<file path="config.mk">
export PLATFORM = sky130hd
export DESIGN_NAME = axis_motion_if
export DESIGN_NICKNAME = d
export VERILOG_FILES = /design/src/axis_motion_pkg.sv /design/src/axis_motion_if.sv
export SDC_FILE = /design/constraint.sdc
export NUM_CORES = 2
export LEC_CHECK = 0
export BUFFER_PORTS_ARGS = -buffer_cell sky130_fd_sc_hd__buf_2
export CAP_MARGIN = 0
export CORE_AREA = 2 2 283 285
export CTS_CLUSTER_DIAMETER = 40
export DETAILED_ROUTE_END_ITERATION = 16
export DIE_AREA = 0 0 285 287
export PLACE_DENSITY_LB_ADDON = 0.12
export SLEW_MARGIN = 5
export SYNTH_ARGS = -nofsm -noshare
export SYNTH_HDL_FRONTEND = slang
export SYNTH_SLANG_ARGS = --single-unit
</file>
<file path="constraint.sdc">
create_clock -name CLK_SYS_IN -period 27.6 [get_ports CLK_SYS_IN]
set_input_delay 5.52 -clock CLK_SYS_IN [delete_from_list [all_inputs] [get_ports CLK_SYS_IN]]
set_output_delay 5.52 -clock CLK_SYS_IN [all_outputs]
set_load 0.02 [all_outputs]
</file>
<file path="src/axis_motion_pkg.sv">
// Shared constants for the per-axis encoder, command and watchdog logic.
// Assumes a single system clock at the rate named below.
package axis_motion_pkg;
    localparam int CLK_HZ = 10_000_000;
    localparam int NUM_AXES = 4;
    localparam int POS_W = 32;
    localparam int DAC_W = 16;
    localparam int SYNC_STAGES = 3;
    // Watchdog timeout in microseconds and derived cycles
    localparam int WDOG_TIMEOUT_US = 1000;
    localparam int WDOG_CYCLES = (WDOG_TIMEOUT_US * (CLK_HZ / 1_000_000));
    // Step pulse high time in nanoseconds and derived cycles (at least one)
    localparam int STEP_PULSE_NS = 200;
    localparam int CLK_PERIOD_NS = 1_000_000_000 / CLK_HZ;
    localparam int STEP_PULSE_CYC_RAW = (STEP_PULSE_NS + CLK_PERIOD_NS - 1) / CLK_PERIOD_NS;
    localparam int STEP_PULSE_CYC = (STEP_PULSE_CYC_RAW < 1) ? 1 : STEP_PULSE_CYC_RAW;
    localparam logic [15:0] DAC_MID = 16'h8000;
    localparam logic [1:0] MODE_SERVO = 2'h0;
    localparam logic [1:0] MODE_SINE = 2'h1;
    localparam logic [1:0] MODE_STEP = 2'h2;
endpackage

</file>
<file path="src/axis_motion_if.sv">
// Per-axis encoder decode, position capture and motor command outputs; one watchdog shared by all axes.
// Assumes pins are asynchronous and the processor drives the command inputs
// synchronously on CLK_SYS_IN.
`timescale 1ns/10ps
`default_nettype none
module axis_motion_if
    import axis_motion_pkg::*;
#(
    parameter int AXES = NUM_AXES,
    parameter int WDOG_TIMEOUT = WDOG_CYCLES
) (
    input wire logic CLK_SYS_IN,
    input wire logic RST_IN,
    // Encoder pins: index 0..AXES-1 main, AXES..2*AXES-1 auxiliary
    input wire logic [2*AXES-1:0] ENCODER_PHASE_A_IN,
    input wire logic [2*AXES-1:0] ENCODER_PHASE_B_IN,
    input wire logic [2*AXES-1:0] ENCODER_INDEX_IN,
    input wire logic [2*AXES-1:0] PULSE_DIR_FB_IN,
    input wire logic [AXES-1:0] GEN_TRIGGER_IN,
    input wire logic [AXES-1:0] LATCH_ARM_IN,
    input wire logic [2*AXES-1:0] AXIS_MODE_IN,
    input wire logic [AXES-1:0] AUX_UNUSED_IN,
    input wire logic [AXES*DAC_W-1:0] CMD_MAIN_IN,
    input wire logic [AXES*DAC_W-1:0] CMD_SINE_IN,
    input wire logic [AXES-1:0] STEP_REQ_IN,
    input wire logic [AXES-1:0] STEP_DIR_IN,
    input wire logic WDOG_KICK_IN,
    output logic [2*AXES*POS_W-1:0] POSITION_OUT,
    output logic [2*AXES-1:0] INDEX_SEEN_OUT,
    output logic [AXES*POS_W-1:0] LATCHED_POS_OUT,
    output logic [AXES-1:0] LATCH_DONE_OUT,
    output logic [2*AXES-1:0] AUX_GP_IN_OUT,
    output logic [AXES*DAC_W-1:0] DAC_A_OUT,
    output logic [AXES*DAC_W-1:0] DAC_B_OUT,
    output logic [AXES-1:0] STEP_OUT,
    output logic [AXES-1:0] DIR_OUT,
    output logic AMP_ENABLE_OUT,
    output logic [AXES-1:0] ERROR_LED_OUT
);
    localparam int ENC = 2 * AXES;
    localparam int PIN_W = 4 * ENC + AXES;

    // Convert signed command to offset-binary converter code
    function automatic logic [DAC_W-1:0] to_dac(input logic [DAC_W-1:0] cmd);
        return cmd ^ DAC_MID;
    endfunction

    // Three-stage synchronisers for every asynchronous pin
    logic [PIN_W-1:0] pins_raw;
    logic [PIN_W-1:0] s1_r, s2_r, s3_r, stable_r;
    logic [PIN_W-1:0] s1_nxt, s2_nxt, s3_nxt, stable_nxt;
    assign pins_raw = {GEN_TRIGGER_IN, PULSE_DIR_FB_IN, ENCODER_INDEX_IN,
                       ENCODER_PHASE_B_IN, ENCODER_PHASE_A_IN};
    always_comb begin
        s1_nxt = pins_raw;
        s2_nxt = s1_r;
        s3_nxt = s2_r;
        stable_nxt = stable_r;
        for (int i = 0; i < PIN_W; i++) begin
            if (s2_r[i] == s3_r[i]) begin
                stable_nxt[i] = s3_r[i];
            end
        end
    end
    always_ff @(posedge CLK_SYS_IN or posedge RST_IN) begin
        if (RST_IN) begin
            s1_r <= '0;
            s2_r <= '0;
            s3_r <= '0;
            stable_r <= '0;
        end else begin
            s1_r <= s1_nxt;
            s2_r <= s2_nxt;
            s3_r <= s3_nxt;
            stable_r <= stable_nxt;
        end
    end

    logic [ENC-1:0] pha, phb, idx, pdir;
    logic [AXES-1:0] trig;
    assign pha = stable_r[ENC-1:0];
    assign phb = stable_r[2*ENC-1:ENC];
    assign idx = stable_r[3*ENC-1:2*ENC];
    assign pdir = stable_r[4*ENC-1:3*ENC];
    assign trig = stable_r[PIN_W-1:4*ENC];

    // Encoder decoders, one per main and auxiliary encoder
    logic [ENC-1:0] pa_r, pb_r, pi_r, idx_seen_r, pa_nxt, pb_nxt, pi_nxt, idx_seen_nxt;
    logic [POS_W-1:0] pos_r [ENC];
    logic [POS_W-1:0] pos_nxt [ENC];
    logic [ENC-1:0] gp_r, gp_nxt;
    always_comb begin
        pa_nxt = pha;
        pb_nxt = phb;
        pi_nxt = idx;
        idx_seen_nxt = idx_seen_r;
        gp_nxt = gp_r;
        for (int e = 0; e < ENC; e++) begin
            pos_nxt[e] = pos_r[e];
            if (idx[e] && !pi_r[e]) begin
                idx_seen_nxt[e] = 1'b1;
            end
            if (AXIS_MODE_IN[2*(e%AXES)+:2] == MODE_STEP) begin
                if (pha[e] && !pa_r[e]) begin
                    pos_nxt[e] = pdir[e] ? pos_r[e] - 1'b1 : pos_r[e] + 1'b1;
                end
            end else if ((pha[e] ^ pa_r[e]) && !(phb[e] ^ pb_r[e])) begin
                pos_nxt[e] = (pha[e] ^ phb[e]) ? pos_r[e] + 1'b1 : pos_r[e] - 1'b1;
            end else if ((phb[e] ^ pb_r[e]) && !(pha[e] ^ pa_r[e])) begin
                pos_nxt[e] = (pha[e] ^ phb[e]) ? pos_r[e] - 1'b1 : pos_r[e] + 1'b1;
            end
        end
        for (int a = 0; a < AXES; a++) begin
            if (AUX_UNUSED_IN[a] && AXIS_MODE_IN[2*a+:2] != MODE_STEP) begin
                gp_nxt[2*a] = pha[AXES+a];
                gp_nxt[2*a+1] = phb[AXES+a];
            end else begin
                gp_nxt[2*a+:2] = 2'h0;
            end
        end
    end
    always_ff @(posedge CLK_SYS_IN or posedge RST_IN) begin
        if (RST_IN) begin
            pa_r <= '0;
            pb_r <= '0;
            pi_r <= '0;
            idx_seen_r <= '0;
            gp_r <= '0;
            for (int e = 0; e < ENC; e++) begin
                pos_r[e] <= '0;
            end
        end else begin
            pa_r <= pa_nxt;
            pb_r <= pb_nxt;
            pi_r <= pi_nxt;
            idx_seen_r <= idx_seen_nxt;
            gp_r <= gp_nxt;
            for (int e = 0; e < ENC; e++) begin
                pos_r[e] <= pos_nxt[e];
            end
        end
    end

    // Position latch, command outputs and step pulses
    logic [AXES-1:0] ptrig_r, armed_r, done_r, ptrig_nxt, armed_nxt, done_nxt;
    logic [POS_W-1:0] lat_r [AXES];
    logic [POS_W-1:0] lat_nxt [AXES];
    logic [AXES*DAC_W-1:0] dac_a_r, dac_b_r, dac_a_nxt, dac_b_nxt;
    logic [AXES-1:0] step_r, dir_r, step_nxt, dir_nxt;
    logic [7:0] step_cnt_r [AXES];
    logic [7:0] step_cnt_nxt [AXES];
    always_comb begin
        ptrig_nxt = trig;
        armed_nxt = armed_r;
        done_nxt = done_r;
        dac_a_nxt = dac_a_r;
        dac_b_nxt = dac_b_r;
        step_nxt = step_r;
        dir_nxt = dir_r;
        for (int a = 0; a < AXES; a++) begin
            lat_nxt[a] = lat_r[a];
            step_cnt_nxt[a] = step_cnt_r[a];
            if (LATCH_ARM_IN[a]) begin
                armed_nxt[a] = 1'b1;
                done_nxt[a] = 1'b0;
            end
            if (armed_r[a] && trig[a] && !ptrig_r[a]) begin
                lat_nxt[a] = pos_r[a];
                armed_nxt[a] = 1'b0;
                done_nxt[a] = 1'b1;
            end
            dac_a_nxt[a*DAC_W+:DAC_W] = DAC_MID;
            dac_b_nxt[a*DAC_W+:DAC_W] = DAC_MID;
            case (AXIS_MODE_IN[2*a+:2])
                MODE_SERVO: begin
                    dac_a_nxt[a*DAC_W+:DAC_W] = to_dac(CMD_MAIN_IN[a*DAC_W+:DAC_W]);
                end
                MODE_SINE: begin
                    dac_a_nxt[a*DAC_W+:DAC_W] = to_dac(CMD_MAIN_IN[a*DAC_W+:DAC_W]);
                    dac_b_nxt[a*DAC_W+:DAC_W] = to_dac(CMD_SINE_IN[a*DAC_W+:DAC_W]);
                end
                default: begin
                end
            endcase
            if (AXIS_MODE_IN[2*a+:2] == MODE_STEP) begin
                if (step_cnt_r[a] != 8'h00) begin
                    step_cnt_nxt[a] = step_cnt_r[a] - 8'h01;
                    step_nxt[a] = (step_cnt_r[a] != 8'h01);
                end else if (STEP_REQ_IN[a]) begin
                    dir_nxt[a] = STEP_DIR_IN[a];
                    step_nxt[a] = 1'b1;
                    step_cnt_nxt[a] = 8'(STEP_PULSE_CYC);
                end
            end else begin
                step_nxt[a] = 1'b0;
                step_cnt_nxt[a] = 8'h00;
            end
        end
    end
    always_ff @(posedge CLK_SYS_IN or posedge RST_IN) begin
        if (RST_IN) begin
            ptrig_r <= '0;
            armed_r <= '0;
            done_r <= '0;
            dac_a_r <= {AXES{DAC_MID}};
            dac_b_r <= {AXES{DAC_MID}};
            step_r <= '0;
            dir_r <= '0;
            for (int a = 0; a < AXES; a++) begin
                lat_r[a] <= '0;
                step_cnt_r[a] <= 8'h00;
            end
        end else begin
            ptrig_r <= ptrig_nxt;
            armed_r <= armed_nxt;
            done_r <= done_nxt;
            dac_a_r <= dac_a_nxt;
            dac_b_r <= dac_b_nxt;
            step_r <= step_nxt;
            dir_r <= dir_nxt;
            for (int a = 0; a < AXES; a++) begin
                lat_r[a] <= lat_nxt[a];
                step_cnt_r[a] <= step_cnt_nxt[a];
            end
        end
    end

    // Watchdog: one-hot states
    typedef enum logic [2:0] {
        WD_POWERUP = 3'b001,
        WD_RUN = 3'b010,
        WD_FAILED = 3'b100
    } wd_state_t;
    wd_state_t wd_r, wd_nxt;
    logic [31:0] wd_cnt_r, wd_cnt_nxt;
    logic amp_r, amp_nxt;
    logic [AXES-1:0] err_r, err_nxt;
    always_comb begin
        wd_nxt = wd_r;
        wd_cnt_nxt = wd_cnt_r;
        case (wd_r)
            WD_POWERUP: begin
                if (WDOG_KICK_IN) begin
                    wd_nxt = WD_RUN;
                    wd_cnt_nxt = '0;
                end
            end
            WD_RUN: begin
                if (WDOG_KICK_IN) begin
                    wd_cnt_nxt = '0;
                end else if (wd_cnt_r >= 32'(WDOG_TIMEOUT - 1)) begin
                    wd_nxt = WD_FAILED;
                end else begin
                    wd_cnt_nxt = wd_cnt_r + 32'h1;
                end
            end
            WD_FAILED: begin
                wd_nxt = WD_FAILED;
            end
            default: begin
                wd_nxt = WD_FAILED;
            end
        endcase
        amp_nxt = (wd_nxt == WD_RUN);
        err_nxt = (wd_nxt == WD_RUN) ? '0 : '1;
    end
    always_ff @(posedge CLK_SYS_IN or posedge RST_IN) begin
        if (RST_IN) begin
            wd_r <= WD_POWERUP;
            wd_cnt_r <= '0;
            amp_r <= 1'b0;
            err_r <= '1;
        end else begin
            wd_r <= wd_nxt;
            wd_cnt_r <= wd_cnt_nxt;
            amp_r <= amp_nxt;
            err_r <= err_nxt;
        end
    end

    // No feedback-loss check on any axis
    always_comb begin
        for (int e = 0; e < ENC; e++) begin
            POSITION_OUT[e*POS_W+:POS_W] = pos_r[e];
        end
        for (int a = 0; a < AXES; a++) begin
            LATCHED_POS_OUT[a*POS_W+:POS_W] = lat_r[a];
        end
    end
    assign INDEX_SEEN_OUT = idx_seen_r;
    assign LATCH_DONE_OUT = done_r;
    assign AUX_GP_IN_OUT = gp_r;
    assign DAC_A_OUT = dac_a_r;
    assign DAC_B_OUT = dac_b_r;
    assign STEP_OUT = step_r;
    assign DIR_OUT = dir_r;
    assign AMP_ENABLE_OUT = amp_r;
    assign ERROR_LED_OUT = err_r;
endmodule
`default_nettype wire

</file>
Yosys cells after proc, flatten, opt, wreduce, memory -nomap -nowiden
Index checks and enable logic that the tools add are counted.
W data, S select, Z words.
{ "totals": {"elab_cells": 452, "ff_bits": 788} }
{ "op_classes": {"mux": 117, "bitwise": 36, "add_sub_neg": 21, "eq_ne": 69, "magnitude_cmp": 1, "reduce_logical": 118} }
{ "ops": {"columns": ["op", "n"], "rows": [
  ["$mux W32", 59],
  ["$add A32 B1 Y32 const B", 9],
  ["$sub A32 B1 Y32 const B", 8],
  ["$mux W16", 8],
  ["$mux W8", 12],
  ["$pmux W32 S2", 1],
  ["$logic_and A1 B1 Y1", 44],
  ["$eq A1 B1 Y1", 36],
  ["$logic_not A1 Y1", 36],
  ["$ge A32 B14 Y1 const B", 1],
  ["$ne A8 B1 Y1 const B", 4],
  ["$reduce_bool A8 Y1", 4],
  ["$sub A8 B1 Y8 const B", 4],
  ["$mux W1", 28],
  ["$reduce_bool A3 Y1", 8],
  ["$xor A1 B1 Y1", 24],
  ["$reduce_and A2 Y1", 8],
  ["$reduce_and A3 Y1", 5],
  ["$ne A2 B1 Y1 const B", 7],
  ["$ne A2 B2 Y1 const B", 6],
  ["$ne A3 B2 Y1 const B", 4],
  ["$not A1 Y1", 12],
  ["$reduce_bool A2 Y1", 5],
  ["$mux W3", 3],
  ["10 further kinds", 26]
]} }

Longest topological paths before layout
{ "logic_depth": {"ltp_word": 6, "depth_mapped": 11, "depth_no_buf": 10} }

Worst setup path before layout
OpenSTA, ideal clock, no wires.
{ "synth_path": {"path_type": "input to register", "start": "input port AXIS_MODE_IN[5]", "end": "register pos_r (netlist bit POSITION_OUT[90])", "path_stages": 8, "slack_ns": 20.100, "arrival_time_ns": 7.420, "cell_sequence": "clkbuf_1 -> nor2b_1 -> a211o_1 -> nand4_1 -> or4_4 -> buf_6 -> o32ai_2 -> xor2_1"} }
{ "synth_via": {"elab_chain_len": 3} }
{ "synth_lines": {"columns": ["item", "line", "source"], "rows": [
  ["from (decl)", "axis_motion_if.sv:21", "input wire logic [2*AXES-1:0] AXIS_MODE_IN,"],
  ["$eq A2 B2 Y1 (*)", "axis_motion_if.sv:103", "if (AXIS_MODE_IN[2*(e%AXES)+:2] == MODE_STEP) begin"],
  ["$ne A2 B1 Y1 (no line) / $reduce_bool A3 Y1 (equally long branches)", null, null],
  ["$reduce_and A2 Y1 (no line)", null, null],
  ["to (signal, indexed assignment)", "axis_motion_if.sv:139", "pos_r[e] <= pos_nxt[e];"],
  ["to (decl)", "axis_motion_if.sv:89", "logic [POS_W-1:0] pos_r [ENC];"]
]} }
Mark *: on every way between the ends. The rest lies on a longest branch, timed or not.
A chain may end at the register's enable or synchronous reset.

==> run summary <==
The run gives 192 as the pin count of the biggest net entering global routing. The end-of-flow core utilization is 0.550, and the vertical die dimension is 287 um. The tools report the number of antenna violations at the first check in global routing as 6.

The logs give 4019 for the net total in the final layout and 0.0139 mm2 for the area of the multi-input gates. Setup repair after global routing left no endpoint under its margin. The violation count after the first detailed-routing iteration is 1431, and the number of flops mapped to enable cells by yosys is 0. Global routing usage summed across all routing layers: 0.229. The sequential cell area fraction in the yosys report is 0.572.

Worst path required time: 28.23 ns. For the total I/O pin count, the log shows 736. The async set or reset register ratio after synthesis is 1.00, and the remaining max-slew budget at the tightest pin is 0.225. After detailed routing, the average wire length per cell comes to 19.3 um. The logs give 0 for the count of unresolved DRC violations after routing and 0.0432 mm2 for the cell area after layout. Clock-pin slew was measured on the worst setup and hold paths at 0.06 ns. The maximum VDD drop is 0.0000719 V. Via count of the first global-routing pass: 25.4k. The most common cell after layout, fill and taps aside is sky130_fd_sc_hd__dfrtp_1. The total overflow left after global routing is 0.

The placed instances occupy a cell area of 0.0390 mm2. The smallest clock period supported by the final layout is computed as 8.01 ns. Power spread over the standard cell area amounts to 105 mW/mm2.

The run gives 0.0258 ns as the final setup skew. The count of vias placed by the detailed router was 26.2k; the cell row count was 103. The largest fanout on the critical path is 105, and the post-synthesis instance area is 0.0344 mm2. The number of synthesized register bits is 785. The mean instance size in the synthesized netlist was 11.3 um2.

The detail route stage leaves a number of antenna-violating nets equal to 0. The tools report the static leakage power as 21.0 nW. The logs give 3275 for the synthesized net count and 6820 for the number of fill cells in the layout. The ratio of cells with drive above 1 in the final layout came out at 0.294. The worst hold-check path type was reg2reg.

The top-area cell type share of the netlist area is 0.564, and the number of hold-repair buffers added at the cts stage is 0. The overall die width works out to 285 um. The biggest area contributor in the post-synthesis netlist is sky130_fd_sc_hd__dfrtp_1.

Yosys attributes the largest share of cell area to sky130_fd_sc_hd__dfrtp_1 56%, sky130_fd_sc_hd__mux2_2 4.2%, sky130_fd_sc_hd__xor2_1 3.7%, sky130_fd_sc_hd__xnor2_1 3.1%, sky130_fd_sc_hd__nand3_1 1.9%. For the wire length of the first global-routing pass, the log shows 150000 um. The type of the worst setup path was in2async.

Number of instances resized during post-cts repair: 0. Leaving out fill and tap cells, the most frequent cells in the layout are 775 x sky130_fd_sc_hd__dfrtp_1, 735 x sky130_fd_sc_hd__buf_2, 174 x sky130_fd_sc_hd__nand2_1, 144 x sky130_fd_sc_hd__xor2_1, 142 x sky130_fd_sc_hd__nor2_1. The tools report the summed negative setup slack over all endpoints as 0 ns. TritonCTS built the clock tree. Setup violations remaining at the end of the flow were counted as 0.

The run gives 95100 um as the post-detailed-routing wire length. The max capacitance violation total was 0; the final number of hold-violating endpoints was 0. The flow ran to the end, and the final reports show no timing, DRC or antenna violations. The kind of launch point of the worst setup path was a primary input. The count of buffers added on input and output ports is 735. After synthesis, the netlist uses 78 different library cells.

The layout overhead on the synthesized area is 25.8%. The pin slew with the least headroom to its limit is 1.16 ns. For the worst setup path, the data arrival time is 8.64 ns.

The initial standard-cell utilization of the core was 0.437; the number of CTS-inserted buffers was 118. Once the clock tree was built, the setup fixing pass inserted 0 buffers. The clock net in this run drives a total of 785 sinks. For this run, the leading register cell type out of synthesis is sky130_fd_sc_hd__dfrtp_1. The total count of max-transition violations in the final report is 0. For the synthesis warning total, the log shows 0. The H-tree was split into 3 levels. Register cell area after layout: 0.0197 mm2. The insertion delay of the later-clocked pin in the worst-skew pair was 0.67 ns. The endpoint type of the worst setup path was an asynchronous set/reset pin. For this run, the top clock speed supported by timing is 125 MHz.

Clock tree synthesis selected as its root buffer the cell sky130_fd_sc_hd__clkbuf_16. The overall die area came out at 0.0818 mm2. No sink is reached through more buffers than the 3 on the longest clock path. The detail-routed via count per cell is 5.30.

The placed wire-length estimate after detailed placement is 68000 um. The congestion estimate from routability-driven global placement came to 0.910. Before antenna repair, the detailed router went through 6 iterations.

The core region is 0.0786 mm2. The cell count after synthesis came out at 3046. The share of the cycle needed by the critical path after routing works out to 0.290.
-- state kept, by name, indices dropped and copies added (netlist names), 36 cells and up --
name and cells:
DAC_B_OUT 64, s3_r 36, DAC_A_OUT 64, LATCHED_POS_OUT 128, s2_r 36, POSITION_OUT 256, stable_r 36, s1_r 36
-- cell families (layout without fill, tap and decap cells) --
family / after synthesis / after routing / synth area share
AND/OR/NAND/NOR: 1197 / 1197 / 0.194
flip-flops: 785 / 785 / 0.572
AO/OA/AOI/OAI: 368 / 368 / 0.0671
XOR/XNOR: 275 / 275 / 0.0734
buffers and inverters: 206 / 1051 / 0.0234
multiplexers: 141 / 141 / 0.0458
adder cells (fa/ha/maj): 74 / 74 / 0.0243
other: 0 / 1 / 0
-- stage by stage --
stage / setup WS [ns] / power, mW / instances / hold slack, ns
global placement: 18.70 / 3.00 / 4720 / 0.332
global route: 18.94 / 4.79 / 4942 / 0.348
finish: 19.59 / 4.54 / 4942 / 0.341
floorplan: 0.0564 / 2.53 / 3046 / 0.331
CTS: 19.38 / 4.58 / 4941 / 0.342
detailed placement: 18.67 / 3.01 / 4720 / 0.335
-- worst paths after layout --
check / startpoint / to / slack, ns / cells after the start
max: RST_IN / s1_r[35]$_DFF_PP0_ / 19.59 / 5
min: s1_r[23]$_DFF_PP0_ / s2_r[23]$_DFF_PP0_ / 0.34 / 0
max reg2reg: stable_r[4]$_DFFE_PP0N_ / POSITION_OUT[144]$_DFFE_PP0P_ / 24.54 / 7
min reg2reg: s1_r[23]$_DFF_PP0_ / s2_r[23]$_DFF_PP0_ / 0.34 / 0
max in group CLK_SYS_IN: AXIS_MODE_IN[7] / POSITION_OUT[251]$_DFFE_PP0P_ / 19.64 / 7
min in group asynchronous: RST_IN / INDEX_SEEN_OUT[4]$_DFFE_PP0P_ / 4.98 / 2
-- layer usage --
metal | vias up | global-route usage | wire length, um
met3 | 159 | 0.0448 | 5510
met4 | 8 | 0.0772 | 2740
met2 | 821 | 0.380 | 46000
li1 | 12400 | - | -
met1 | 12800 | 0.301 | 40900
met5 | - | 0 | 51
-- synth_stat cells, types with 24 or more instances --
cell type and number:
sky130_fd_sc_hd__nand2b_1 35, sky130_fd_sc_hd__nand3_1 132, sky130_fd_sc_hd__and2_1 100, sky130_fd_sc_hd__or3_1 55, sky130_fd_sc_hd__dfrtp_1 775, sky130_fd_sc_hd__maj3_1 36
sky130_fd_sc_hd__nor2b_1 75, sky130_fd_sc_hd__o21ai_1 53, sky130_fd_sc_hd__ha_1 38, sky130_fd_sc_hd__inv_1 68, sky130_fd_sc_hd__nor4_1 70, sky130_fd_sc_hd__and3_1 69
sky130_fd_sc_hd__or4_1 34, sky130_fd_sc_hd__nand4_1 103, sky130_fd_sc_hd__xnor2_1 123, sky130_fd_sc_hd__o22ai_1 24, sky130_fd_sc_hd__xor2_1 144, sky130_fd_sc_hd__o21ai_0 48
sky130_fd_sc_hd__mux2_2 129, sky130_fd_sc_hd__a21oi_1 105, sky130_fd_sc_hd__clkbuf_1 125, sky130_fd_sc_hd__nor3_1 101, sky130_fd_sc_hd__nor2_1 142, sky130_fd_sc_hd__nand2_1 174
sky130_fd_sc_hd__and4_1 28
-- worst max-delay path, cell delays in order --
cell,delay [ns]
sky130_fd_sc_hd__buf_2,0.13
sky130_fd_sc_hd__inv_8,0.50
sky130_fd_sc_hd__buf_4,0.80
sky130_fd_sc_hd__buf_4,0.69
sky130_fd_sc_hd__buf_4,0.86
-- report_power, final --
group	leakage [nW]	internal (mW)	switching [mW]	total [mW]
Combinational	9.01	0.475	0.795	1.27
Clock	2.04	0.966	0.582	1.55
Sequential	9.97	1.39	0.334	1.72
-- cell type report --
cell class	instances	share of cell area
Timing Repair Buffer	762	0.0901
Clock buffer	138	0.0736
Sequential cell	785	0.455
Antenna cell	1	0.0000579
Clock inverter	83	0.0232
Inverter	68	0.00608
Tap cell	1050	0.0304
Multi-Input combinational cell	2055	0.322
Note: power is estimated with default switching activity, not from simulation.
